[src/gp_out_pkg.sv]
package gp_out_pkg;
  localparam int SEL_W = 6;
  localparam int CFG_W = 8;
  localparam int CFG_INV_BIT = 6;
  localparam int CFG_TEMP_BIT = 7;
  localparam logic [5:0] SEL_RXFIFO_THR = 6'h00;
  localparam logic [5:0] SEL_PLL_LOCK = 6'h0A;
  localparam logic [5:0] SEL_SLEEP_LIMIT = 6'h20;
  localparam logic [5:0] SEL_HI_Z = 6'h2E;
  localparam logic [5:0] SEL_LOW = 6'h2F;
  localparam logic [5:0] SEL_CLK_DIV = 6'h3F;
  localparam logic [7:0] CFG0_RESET = 8'h3F;
  localparam logic [7:0] CFG1_RESET = 8'h2E;
  localparam logic [7:0] CFG2_RESET = 8'h29;
  localparam logic [7:0] CFG_TEMP_SENSOR = 8'h80;
  localparam int CLK_DIV_RATIO = 192;
  localparam int HALF_DIV = CLK_DIV_RATIO / 2;
  localparam logic [6:0] HALF_DIV_LAST = 7'(HALF_DIV - 1);
endpackage

[src/general_output_pin_select.sv]
`timescale 1ns/1ps
module general_output_pin_select (
  input wire logic clock,
  input wire logic rst,
  input wire logic cfg_write,
  input wire logic [1:0] cfg_pin,
  input wire logic [gp_out_pkg::CFG_W-1:0] cfg_data,
  input wire logic sleep_state,
  input wire logic chip_ready_n,
  input wire logic chip_select_n,
  input wire logic spi_data_out,
  input wire logic spi_data_oe,
  input wire logic rx_fifo_at_threshold,
  input wire logic pll_lock,
  input wire logic [31:0] status_signals,
  output logic gp_out_pin0,
  output logic gp_out_pin0_oe,
  output logic gp_out_pin1,
  output logic gp_out_pin1_oe,
  output logic gp_out_pin2,
  output logic gp_out_pin2_oe,
  output logic temp_sensor_enable
);
  import gp_out_pkg::*;

  logic [CFG_W-1:0] cfg_r [3];
  logic [CFG_W-1:0] cfg_nxt [3];
  logic [6:0] div_cnt_r, div_cnt_nxt;
  logic div_clk_r, div_clk_nxt;
  logic held_r, held_nxt;
  logic [2:0] pin_r, pin_nxt, oe_r, oe_nxt;
  logic temp_r, temp_nxt;

  // Pick the raw digital signal for a select value
  function automatic logic pick(input logic [5:0] sel, input logic divclk,
                                input logic rxthr, input logic lock,
                                input logic [31:0] st);
    logic v;
    v = 1'b0;
    if (sel == SEL_RXFIFO_THR) begin
      v = rxthr;
    end else if (sel == SEL_PLL_LOCK) begin
      v = lock;
    end else if (sel == SEL_CLK_DIV) begin
      v = divclk;
    end else if (sel < SEL_SLEEP_LIMIT) begin
      v = st[sel[4:0]];
    end else if (sel == SEL_LOW) begin
      v = 1'b0;
    end else begin
      v = st[sel[4:0]];
    end
    return v;
  endfunction

  always_comb begin
    logic wr0;
    wr0 = 1'b0;
    for (int i = 0; i < 3; i++) begin
      cfg_nxt[i] = cfg_r[i];
    end
    if (cfg_write && cfg_pin != 2'h3) begin
      cfg_nxt[cfg_pin] = cfg_data;
      wr0 = (cfg_pin == 2'h0);
    end
    temp_nxt = wr0 ? (cfg_data == CFG_TEMP_SENSOR) : temp_r;
  end

  // divide by 192, half period toggles
  always_comb begin
    div_cnt_nxt = (div_cnt_r == HALF_DIV_LAST) ? 7'h00 : div_cnt_r + 7'h01;
    div_clk_nxt = (div_cnt_r == HALF_DIV_LAST) ? ~div_clk_r : div_clk_r;
  end

  // hold forced levels until ready low after wake
  always_comb begin
    held_nxt = held_r;
    if (sleep_state) begin
      held_nxt = 1'b1;
    end else if (!chip_ready_n) begin
      held_nxt = 1'b0;
    end
  end

  always_comb begin
    logic [5:0] sel;
    logic inv;
    sel = 6'h00;
    inv = 1'b0;
    for (int i = 0; i < 3; i++) begin
      sel = cfg_r[i][SEL_W-1:0];
      inv = cfg_r[i][CFG_INV_BIT];
      pin_nxt[i] = pick(sel, div_clk_r, rx_fifo_at_threshold, pll_lock, status_signals) ^ inv;
      oe_nxt[i] = 1'b1;
      // forced sleep levels; high selects keep working
      if ((sleep_state || held_r) && sel < SEL_SLEEP_LIMIT) begin
        pin_nxt[i] = (i == 1) ? ~inv : inv;
      end
    end
    // Analog sensor owns pin 0, digital driver released
    if (temp_r) begin
      oe_nxt[0] = 1'b0;
    end
    // pin 1 high impedance when SEL_HI_Z is selected, unless chip select is low
    if (cfg_r[1][SEL_W-1:0] == SEL_HI_Z) begin
      oe_nxt[1] = 1'b0;
      pin_nxt[1] = 1'b0;
    end
    // serial side owns the shared pin while selected
    if (!chip_select_n) begin
      pin_nxt[1] = spi_data_out;
      oe_nxt[1] = spi_data_oe;
    end
  end

  always_ff @(posedge clock) begin
    if (rst) begin
      // pin 1 tri-stated, pin 0 divided clock
      cfg_r[0] <= CFG0_RESET;
      cfg_r[1] <= CFG1_RESET;
      cfg_r[2] <= CFG2_RESET;
      div_cnt_r <= 7'h00;
      div_clk_r <= 1'b0;
      held_r <= 1'b0;
      pin_r <= 3'h0;
      oe_r <= 3'h0;
      temp_r <= 1'b0;
    end else begin
      for (int i = 0; i < 3; i++) begin
        cfg_r[i] <= cfg_nxt[i];
      end
      div_cnt_r <= div_cnt_nxt;
      div_clk_r <= div_clk_nxt;
      held_r <= held_nxt;
      pin_r <= pin_nxt;
      oe_r <= oe_nxt;
      temp_r <= temp_nxt;
    end
  end

  assign gp_out_pin0 = pin_r[0];
  assign gp_out_pin1 = pin_r[1];
  assign gp_out_pin2 = pin_r[2];
  assign gp_out_pin0_oe = oe_r[0];
  assign gp_out_pin1_oe = oe_r[1];
  assign gp_out_pin2_oe = oe_r[2];
  assign temp_sensor_enable = temp_r;

  chk_pin1_hiz_default:
  assert property (@(posedge clock) disable iff (rst)
    (chip_select_n && $past(chip_select_n) && cfg_r[1][5:0] == SEL_HI_Z) |=> !gp_out_pin1_oe)
    else $error("pin 1 driven while high impedance selected");
  chk_sleep_force_pin0:
  assert property (@(posedge clock) disable iff (rst)
    (sleep_state && cfg_r[0][5:0] < SEL_SLEEP_LIMIT) |=> gp_out_pin0 == $past(cfg_r[0][6]))
    else $error("pin 0 not forced in sleep");
  chk_sleep_force_pin2:
  assert property (@(posedge clock) disable iff (rst)
    (sleep_state && cfg_r[2][5:0] < SEL_SLEEP_LIMIT) |=> gp_out_pin2 == $past(cfg_r[2][6]))
    else $error("pin 2 not forced in sleep");
  chk_hold_until_ready:
  assert property (@(posedge clock) disable iff (rst)
    (held_r && !sleep_state && chip_ready_n) |=> held_r)
    else $error("hold released before chip ready");
  chk_divider_period:
  assert property (@(posedge clock) disable iff (rst)
    $rose(div_clk_r) |-> ##96 $fell(div_clk_r) ##96 $rose(div_clk_r))
    else $error("divided clock period not 192");
  chk_temp_enable:
  assert property (@(posedge clock) disable iff (rst)
    (cfg_write && cfg_pin == 2'h0 && cfg_data == CFG_TEMP_SENSOR) |=> ##1 !gp_out_pin0_oe)
    else $error("temperature mode did not release pin 0");
  chk_lock_route:
  assert property (@(posedge clock) disable iff (rst)
    (!sleep_state && !held_r && cfg_r[2][5:0] == SEL_PLL_LOCK)
      |=> gp_out_pin2 == ($past(pll_lock) ^ $past(cfg_r[2][6])))
    else $error("lock detector not routed");
  chk_rx_thr_route:
  assert property (@(posedge clock) disable iff (rst)
    (!sleep_state && !held_r && cfg_r[2][5:0] == SEL_RXFIFO_THR)
      |=> gp_out_pin2 == ($past(rx_fifo_at_threshold) ^ $past(cfg_r[2][6])))
    else $error("receive threshold not routed");
  chk_high_sel_sleep:
  assert property (@(posedge clock) disable iff (rst)
    (sleep_state && cfg_r[0][5:0] == SEL_CLK_DIV && !temp_r)
      |=> gp_out_pin0 == ($past(div_clk_r) ^ $past(cfg_r[0][6])))
    else $error("high select forced in sleep");
  chk_serial_owns_pin1:
  assert property (@(posedge clock) disable iff (rst)
    !chip_select_n |=> gp_out_pin1 == $past(spi_data_out))
    else $error("serial data not on pin 1");
  chk_reset_pin1_off:
  assert property (@(posedge clock)
    ($fell(rst) && chip_select_n) |=> !gp_out_pin1_oe)
    else $error("pin 1 driven after reset");
  chk_temp_flag:
  assert property (@(posedge clock) disable iff (rst)
    (cfg_write && cfg_pin == 2'h0) |=> temp_sensor_enable == ($past(cfg_data) == CFG_TEMP_SENSOR))
    else $error("temperature flag does not follow pin 0 config");
  chk_sleep_force_pin1:
  assert property (@(posedge clock) disable iff (rst)
    (sleep_state && chip_select_n && cfg_r[1][SEL_W-1:0] < SEL_SLEEP_LIMIT)
      |=> gp_out_pin1 == ~$past(cfg_r[1][CFG_INV_BIT]))
    else $error("pin 1 not forced in sleep");
endmodule

[config.mk]
export PLATFORM = sky130hd
export DESIGN_NAME = general_output_pin_select
export DESIGN_NICKNAME = d
export VERILOG_FILES = /design/src/gp_out_pkg.sv /design/src/general_output_pin_select.sv
export SDC_FILE = /design/constraint.sdc
export NUM_CORES = 1
export LEC_CHECK = 0
export ABC_AREA = 1
export BUFFER_PORTS_ARGS = -buffer_cell sky130_fd_sc_hd__clkbuf_2
export CAP_MARGIN = 0
export CORE_MARGIN = 2
export CORE_UTILIZATION = 49
export CTS_BUF_LIST = sky130_fd_sc_hd__clkbuf_16
export DETAILED_ROUTE_END_ITERATION = 7
export GPL_TIMING_DRIVEN = 1
export PLACE_DENSITY = 0.77
export SKIP_LAST_GASP = 1
export SYNTH_ARGS = -nofsm -noshare
export SYNTH_HDL_FRONTEND = slang
export SYNTH_SLANG_ARGS = --single-unit
[constraint.sdc]
create_clock -name clock -period 1.45 [get_ports clock]
set_input_delay 0.29 -clock clock [delete_from_list [all_inputs] [get_ports clock]]
set_output_delay 0.29 -clock clock [all_outputs]
set_load 0.02 [all_outputs]
### Yosys cells after proc, flatten, opt, wreduce, memory -nomap -nowiden

Memories as Yosys holds them, arrays and structs flattened.
Cells that the tools add are included.

| word-level totals | value |
|---|---|
| bits in latches | 0 |
| register bits | 16 |
| memory bits (read-only) | 0 |
| memories kept | 1 |
| input port bits | 52 |
| output and inout bits | 7 |
| logic and storage cells | 94 |
| memory bits (writable) | 24 |

| cells by class | value |
|---|---|
| shift-type cells | 0 |
| multiplexer cells | 43 |
| add/sub/neg operators | 1 |
| reduce and logical (&&, ||, !) cells | 11 |
| magnitude comparators | 8 |
| eq/ne operators | 14 |
| multiply operators | 0 |
| divide/modulo/power cells | 0 |
| bitwise operators | 9 |

Memories:

| name | words | bits a word | rd ports | clocked after memory_dff | wr ports | RTL line | RTL |
|---|---|---|---|---|---|---|---|
| cfg_r | 3 | 8 | 3 | 0 | 3 | general_output_pin_select.sv:26 | `logic [CFG_W-1:0] cfg_r [3];` |

Operator list:

| cell | number |
|---|---|
| == test 6 bit (second input constant) | 7 |
| two-way mux 1 bit | 32 |
| two-way mux 8 bit | 4 |
| bitwise mux 24 bit | 1 |
| two-way mux 24 bit | 1 |
| == test 6 x 4 -> 1 bit (second input constant) | 3 |
| zero test 6 bit | 3 |
| less-than comparator 5 x 6 -> 1 bit (second input constant) | 3 |
| less-than comparator 6 bit (second input constant) | 3 |
| demux 8 bit (select 2 bit) | 1 |
| binary-select mux 1 bit (select 5 bit) | 3 |
| == test 8 bit (second input constant) | 1 |
| adder 7 x 1 -> 7 bit (second input constant) | 1 |
| == test 7 bit (second input constant) | 1 |
| logical AND 1 bit | 5 |
| inequality test 2 bit (second input constant) | 2 |
| greater-or-equal comparator 3 bit (second input constant) | 1 |
| less-than comparator 3 x 1 -> 1 bit (second input constant) | 1 |
| two-way mux 3 bit | 1 |
| inverter 2 -> 3 bit | 1 |
| bitwise OR 1 bit | 3 |
| bitwise XOR 1 bit | 3 |
| zero test 2 bit | 1 |
| inverter 1 bit | 2 |
| other kinds (2) | 2 |

### Longest topological paths before layout

An unclocked memory read counts as a cell.

| depth | value |
|---|---|
| word-level depth | 12 |
| mapped depth | 17 |
| mapped depth without buffers | 16 |

### Worst setup path before layout

OpenSTA, ideal clock, no wires.

| path | value |
|---|---|
| path kind | register -> register |
| start | memory cfg_r[0][0] |
| end | register pin_r[0] |
| cell stages (with the launch flop) | 12 |
| arrival time | 1.360 ns |
| data required time | 1.335 ns |
| buffers on the path | 1 |
| library setup time | 0.115 ns |
| clock period less this slack | 1.475 ns |
| setup slack | -0.025 ns |
| path through | dfxtp_1 buf_2 nand2_1 inv_1 a22oi_1 a21oi_1 nor2_1 nand2_1 nand4_1 nand2_1 a21oi_1 nor2_1 |

RTL lines:

| item | RTL line | RTL |
|---|---|---|
| start, declared | general_output_pin_select.sv:26 |  |
| end signal, assigned | general_output_pin_select.sv:135 | `pin_r <= pin_nxt;` |
| end, declared | general_output_pin_select.sv:31 | `logic [2:0] pin_r, pin_nxt, oe_r, oe_nxt;` |

==> qor_table.md <==
| Item | Value | Unit |
| --- | --- | --- |
| Yosys synthesis warning count | 0 | - |
| Maximum vdd ir drop | 0.976 | mV |
| Simple-gate area share of the yosys netlist | 0.337 | - |
| Total of endpoints with negative setup slack in the final report | 4 | - |
| Most used DFF post-synth | sky130_fd_sc_hd__dfxtp_1 | - |
| Number of slew-limit violations in the final report | 0 | - |
| IO Count | 59 | - |
| Diode count | 0 | - |
| Hold buffer count at CTS | 0 | - |
| Synthesized cell area | 2560 | um2 |
| Required time reported for the critical path endpoint | 1620 | ps |
| Source of the worst hold timing path | sleep_state | - |
| Maximum number of pins on one net before global-route repair | 16 | - |
| Post-synthesis xor/xnor area fraction | 0.00685 | - |
| Kind of cell with the highest combined delay on the critical path | simple AND/OR/NAND/NOR gates | - |
| Vertical die dimension | 76.2 | um |
| TritonCTS clock tree | yes | - |
| Core area | 5070 | um2 |
| Setup TNS | -327 | ps |
| Horizontal extent of the die | 76.2 | um |
| Outcome | finished with violations | - |
| Crit path kind | reg -> reg | - |
| Cell with the biggest individual delay on the critical path | sky130_fd_sc_hd__dfxtp_4 | - |
| Area share of fa/ha/maj cells after synthesis | 0.00489 | - |
| Endpoint of the most critical register-to-register path | pin_r[2] | - |
| Antenna violations before repair | 0 | - |
| Setup repair after global routing missed its margin | yes | - |
| Remaining antenna violation count after routing | 0 | - |
| Number of distinct library cells after synthesis | 35 | - |
| Largest family of logic cells by synthesized area | simple AND/OR/NAND/NOR gates | - |
| DR pass1 iterations | 6 | - |
| Portion of the clock cycle consumed by the worst path in the final layout | 1.10 | - |
| Worst hold path endpoint | held_r | - |
| Highest Clock Rate | 627 | MHz |
| FF-to-FF setup slack | -150 | ps |
| Overflow after GRT | 0 | - |
| DRC violation count after routing | 0 | - |
| Compound-Gate Fraction of Synth Area | 0.225 | - |
| Worst setup skew after layout | 3.65 | ps |
| Synth Net Count | 476 | - |
| Inst Count DP | 572 | - |
| Cell at the root of the clock tree | sky130_fd_sc_hd__clkbuf_16 | - |
| Startpoint Class | flop | - |
| Total buffers and inverters traversed by the critical path | 2 | - |
| Layout cells sized above 1 | 0.301 | - |
| Leakage component of the power | 0.00177 | uW |
| Number of levels in the clock H-tree | 2 | - |
| Final GP Congestion | 0.999 | - |
| Least-Margin Pin Slew | 324 | ps |
| Final number of hold-violating endpoints | 0 | - |
| Total detailed-routing wirelength | 8720 | um |
| Number of nets in the layout | 570 | - |
| Number of global-route vias before repair | 2,934 | - |
| Total global routing track utilization | 0.287 | - |
| Num rows | 26 | - |
| Hold depth | 3 | - |
| Final worst-path setup slack | -146 | ps |
| Number of buffers between clock root and the deepest sink | 2 | - |
| First-pass GRT wire length | 13,500 | um |
| Setup crit end kind | flop | - |
| Class of the tightest hold or removal check | in -> reg | - |
| Worst endpoint data arrival time | 1770 | ps |
| Async SR Flop Fraction | 0 | - |
| Synth Instances | 423 | - |
| Number of input and output port buffers inserted | 58 | - |
| Clock insertion delay at the later pin of the skew report | 280 | ps |
| Failing checks | setup timing | - |
| Number of enable flip-flop cells after synthesis | 0 | - |
| Reported max-cap violation count | 0 | - |
| Power density normalized to cell area | 863 | nW/um2 |
| Flop and latch count out of synthesis | 37 | - |
| Initial core utilization | 0.504 | - |
| Pre-CTS setup slack | -184 | ps |
| Share of cell area taken by muxes after synthesis | 0 | - |
| Proportion of synthesized chip area in sequential cells | 0.290 | - |
| Wire per inst | 14.8 | um |
| Maximum single-stage delay on the critical path | 410 | ps |
| CP max FO | 6 | - |
| Filler-free cell count of the finished design | 588 | - |
| Cells along the critical path | buf_6, buf_4, nand2_1, nand3_1, o211ai_1, nand3_1, nand4_1, nand2_1, nand2_1, nand2_1, nand2_2, a21oi_2, nor2_1 | - |
| HPWL after detailed placement | 6630 | um |
| Cell type with the highest occurrence count on the critical path | sky130_fd_sc_hd__nand2_1 | - |
| Signed area change from the synthesized netlist to the final layout | 38.0 | % |
| CTS buffer count | 5 | - |
| Count of cells along the worst register-to-register path | 13 | - |
| Vias after detailed routing | 3,267 | - |
| Total clock sinks | 37 | - |
| Max transition margin | 0.784 | - |
| Reg2Reg Launch Point | cfg_r[0][16] | - |
| Via density per instance | 5.56 | - |
| Syn_area_per_cell | 6.04 | um2 |
| Min Tclk post-route | 1600 | ps |
| Drt initial violations | 216 | - |
| Die outline area | 5810 | um2 |
| Clock transition at path regs | 50 | ps |
kinds of logic after synthesis:
family                     Yosys count
AOI/OAI and AO/OA                   95
adders and majority gates            1
xor gates and xnor gates             2
buffers and inverters               81
and+or+nand+nor                    207
DFF                                 37
state kept, by name (all words and copies together), names as in the netlist:
signal	flops
cfg_r	21
oe_r	3
temp_sensor_enable	1
pin_r	3
div_clk_r	1
held_r	1
div_cnt_r	7
cells in the mapped netlist, types with 2 or more instances:
| library cell | instances | share of area |
|---|---|---|
| sky130_fd_sc_hd__o211ai_1 | 17 | 0.050 |
| sky130_fd_sc_hd__inv_1 | 64 | 0.094 |
| sky130_fd_sc_hd__o2111ai_1 | 4 | 0.014 |
| sky130_fd_sc_hd__nand4_1 | 6 | 0.015 |
| sky130_fd_sc_hd__buf_2 | 2 | 0.0039 |
| sky130_fd_sc_hd__nor2_1 | 42 | 0.062 |
| sky130_fd_sc_hd__o21ai_0 | 27 | 0.053 |
| sky130_fd_sc_hd__nand2_1 | 115 | 0.17 |
| sky130_fd_sc_hd__o21ai_1 | 2 | 0.0039 |
| sky130_fd_sc_hd__nor3_1 | 8 | 0.016 |
| sky130_fd_sc_hd__buf_6 | 2 | 0.0088 |
| sky130_fd_sc_hd__clkbuf_8 | 2 | 0.011 |
| sky130_fd_sc_hd__xor2_1 | 2 | 0.0069 |
| sky130_fd_sc_hd__inv_2 | 6 | 0.0088 |
| sky130_fd_sc_hd__buf_4 | 2 | 0.0059 |
| sky130_fd_sc_hd__a22oi_1 | 3 | 0.0088 |
| sky130_fd_sc_hd__nand2_2 | 3 | 0.0073 |
| sky130_fd_sc_hd__o221ai_1 | 4 | 0.014 |
| sky130_fd_sc_hd__clkbuf_1 | 2 | 0.0029 |
| sky130_fd_sc_hd__dfxtp_1 | 37 | 0.29 |
| sky130_fd_sc_hd__nand3_1 | 29 | 0.057 |
| sky130_fd_sc_hd__a21oi_1 | 31 | 0.061 |
layer usage:
layer  up-vias  part of all wire  GRT usage
li1       1593                 -          -
met1      1455              0.41      0.344
met2       183              0.48      0.491
met3        36             0.069     0.0367
met4         0             0.041      0.165
met5         -                 0          0
worst max path at each step:
stage | end | startpoint | slack (ps) | cells after the start
4_1_cts | pin_r[2] | cfg_r[0][16] | -80 | 13
3_5_place_dp | pin_r[2] | cfg_r[0][17] | -180 | 12
6_report | pin_r[2] | cfg_r[0][16] | -150 | 13
5_1_grt | pin_r[1] | cfg_r[0][8] | -290 | 14
2_1_floorplan | pin_r[2] | cfg_r[0][17] | 20 | 12
3_3_place_gp | pin_r[2] | cfg_r[0][17] | -120 | 12
final cells by class:
class | count | area, um2
multi-input cells | 305 | 1630
fillers | 457 | 1550
flip-flops and latches | 37 | 758
repair buffers | 98 | 622
inverters | 70 | 270
clock buffers | 5 | 125
well taps | 70 | 87.6
clock inverters | 3 | 37.5
per-stage QoR:
step	area, um2	hold WS (ps)	util	power (uW)
finish	3530	252	0.695	3040
global route	3530	257	0.695	3180
CTS	3340	250	0.657	2990
detailed placement	3100	440	0.612	1790
global placement	3100	435	0.612	1780
floorplan	2560	390	-	1520
worst reg2reg max path: stages (launching register included):
cell and delay, ps:
sky130_fd_sc_hd__dfxtp_4 410, sky130_fd_sc_hd__buf_6 140, sky130_fd_sc_hd__buf_4 110, sky130_fd_sc_hd__nand2_1 50
sky130_fd_sc_hd__nand3_1 70, sky130_fd_sc_hd__o211ai_1 90, sky130_fd_sc_hd__nand3_1 90, sky130_fd_sc_hd__nand4_1 120
sky130_fd_sc_hd__nand2_1 90, sky130_fd_sc_hd__nand2_1 50, sky130_fd_sc_hd__nand2_1 60, sky130_fd_sc_hd__nand2_2 60
sky130_fd_sc_hd__a21oi_2 110, sky130_fd_sc_hd__nor2_1 50
timing repair:
item | in CTS | in global routing
pin swaps | 9 | 20
endpoints found under the setup margin | 9 | 9
setup buffers | 2 | 6
resized for setup | 27 | 40
hold endpoints to repair | 0 | 0
report_power, final:
group | switching [uW] | total (uW) | internal [uW] | leakage [uW]
registers | 54.7 | 1130 | 1070 | 0.000305
logic | 429 | 733 | 304 | 0.00138
clock network | 386 | 1180 | 798 | 0.0000826
layout by cell type, fill, tap and decap left out, types with 3 or more instances in the layout:
master                      count
sky130_fd_sc_hd__a21oi_2        5
sky130_fd_sc_hd__nand2_4        5
sky130_fd_sc_hd__o21ai_0       20
sky130_fd_sc_hd__o211ai_1      17
sky130_fd_sc_hd__inv_1         61
sky130_fd_sc_hd__nand3_1       27
sky130_fd_sc_hd__nor3_1         6
sky130_fd_sc_hd__dfxtp_1       29
sky130_fd_sc_hd__nand3_2        3
sky130_fd_sc_hd__nand2_2        6
sky130_fd_sc_hd__nand2_1      106
sky130_fd_sc_hd__dfxtp_4        3
sky130_fd_sc_hd__buf_4         34
sky130_fd_sc_hd__nand4_1        6
sky130_fd_sc_hd__buf_6          5
sky130_fd_sc_hd__nor2_1        40
sky130_fd_sc_hd__dfxtp_2        5
sky130_fd_sc_hd__inv_2          8
sky130_fd_sc_hd__clkbuf_2      58
sky130_fd_sc_hd__a21oi_1       26
sky130_fd_sc_hd__o21ai_1        7
sky130_fd_sc_hd__clkbuf_16      5
No activity file was read; power rests on OpenSTA's default activity.
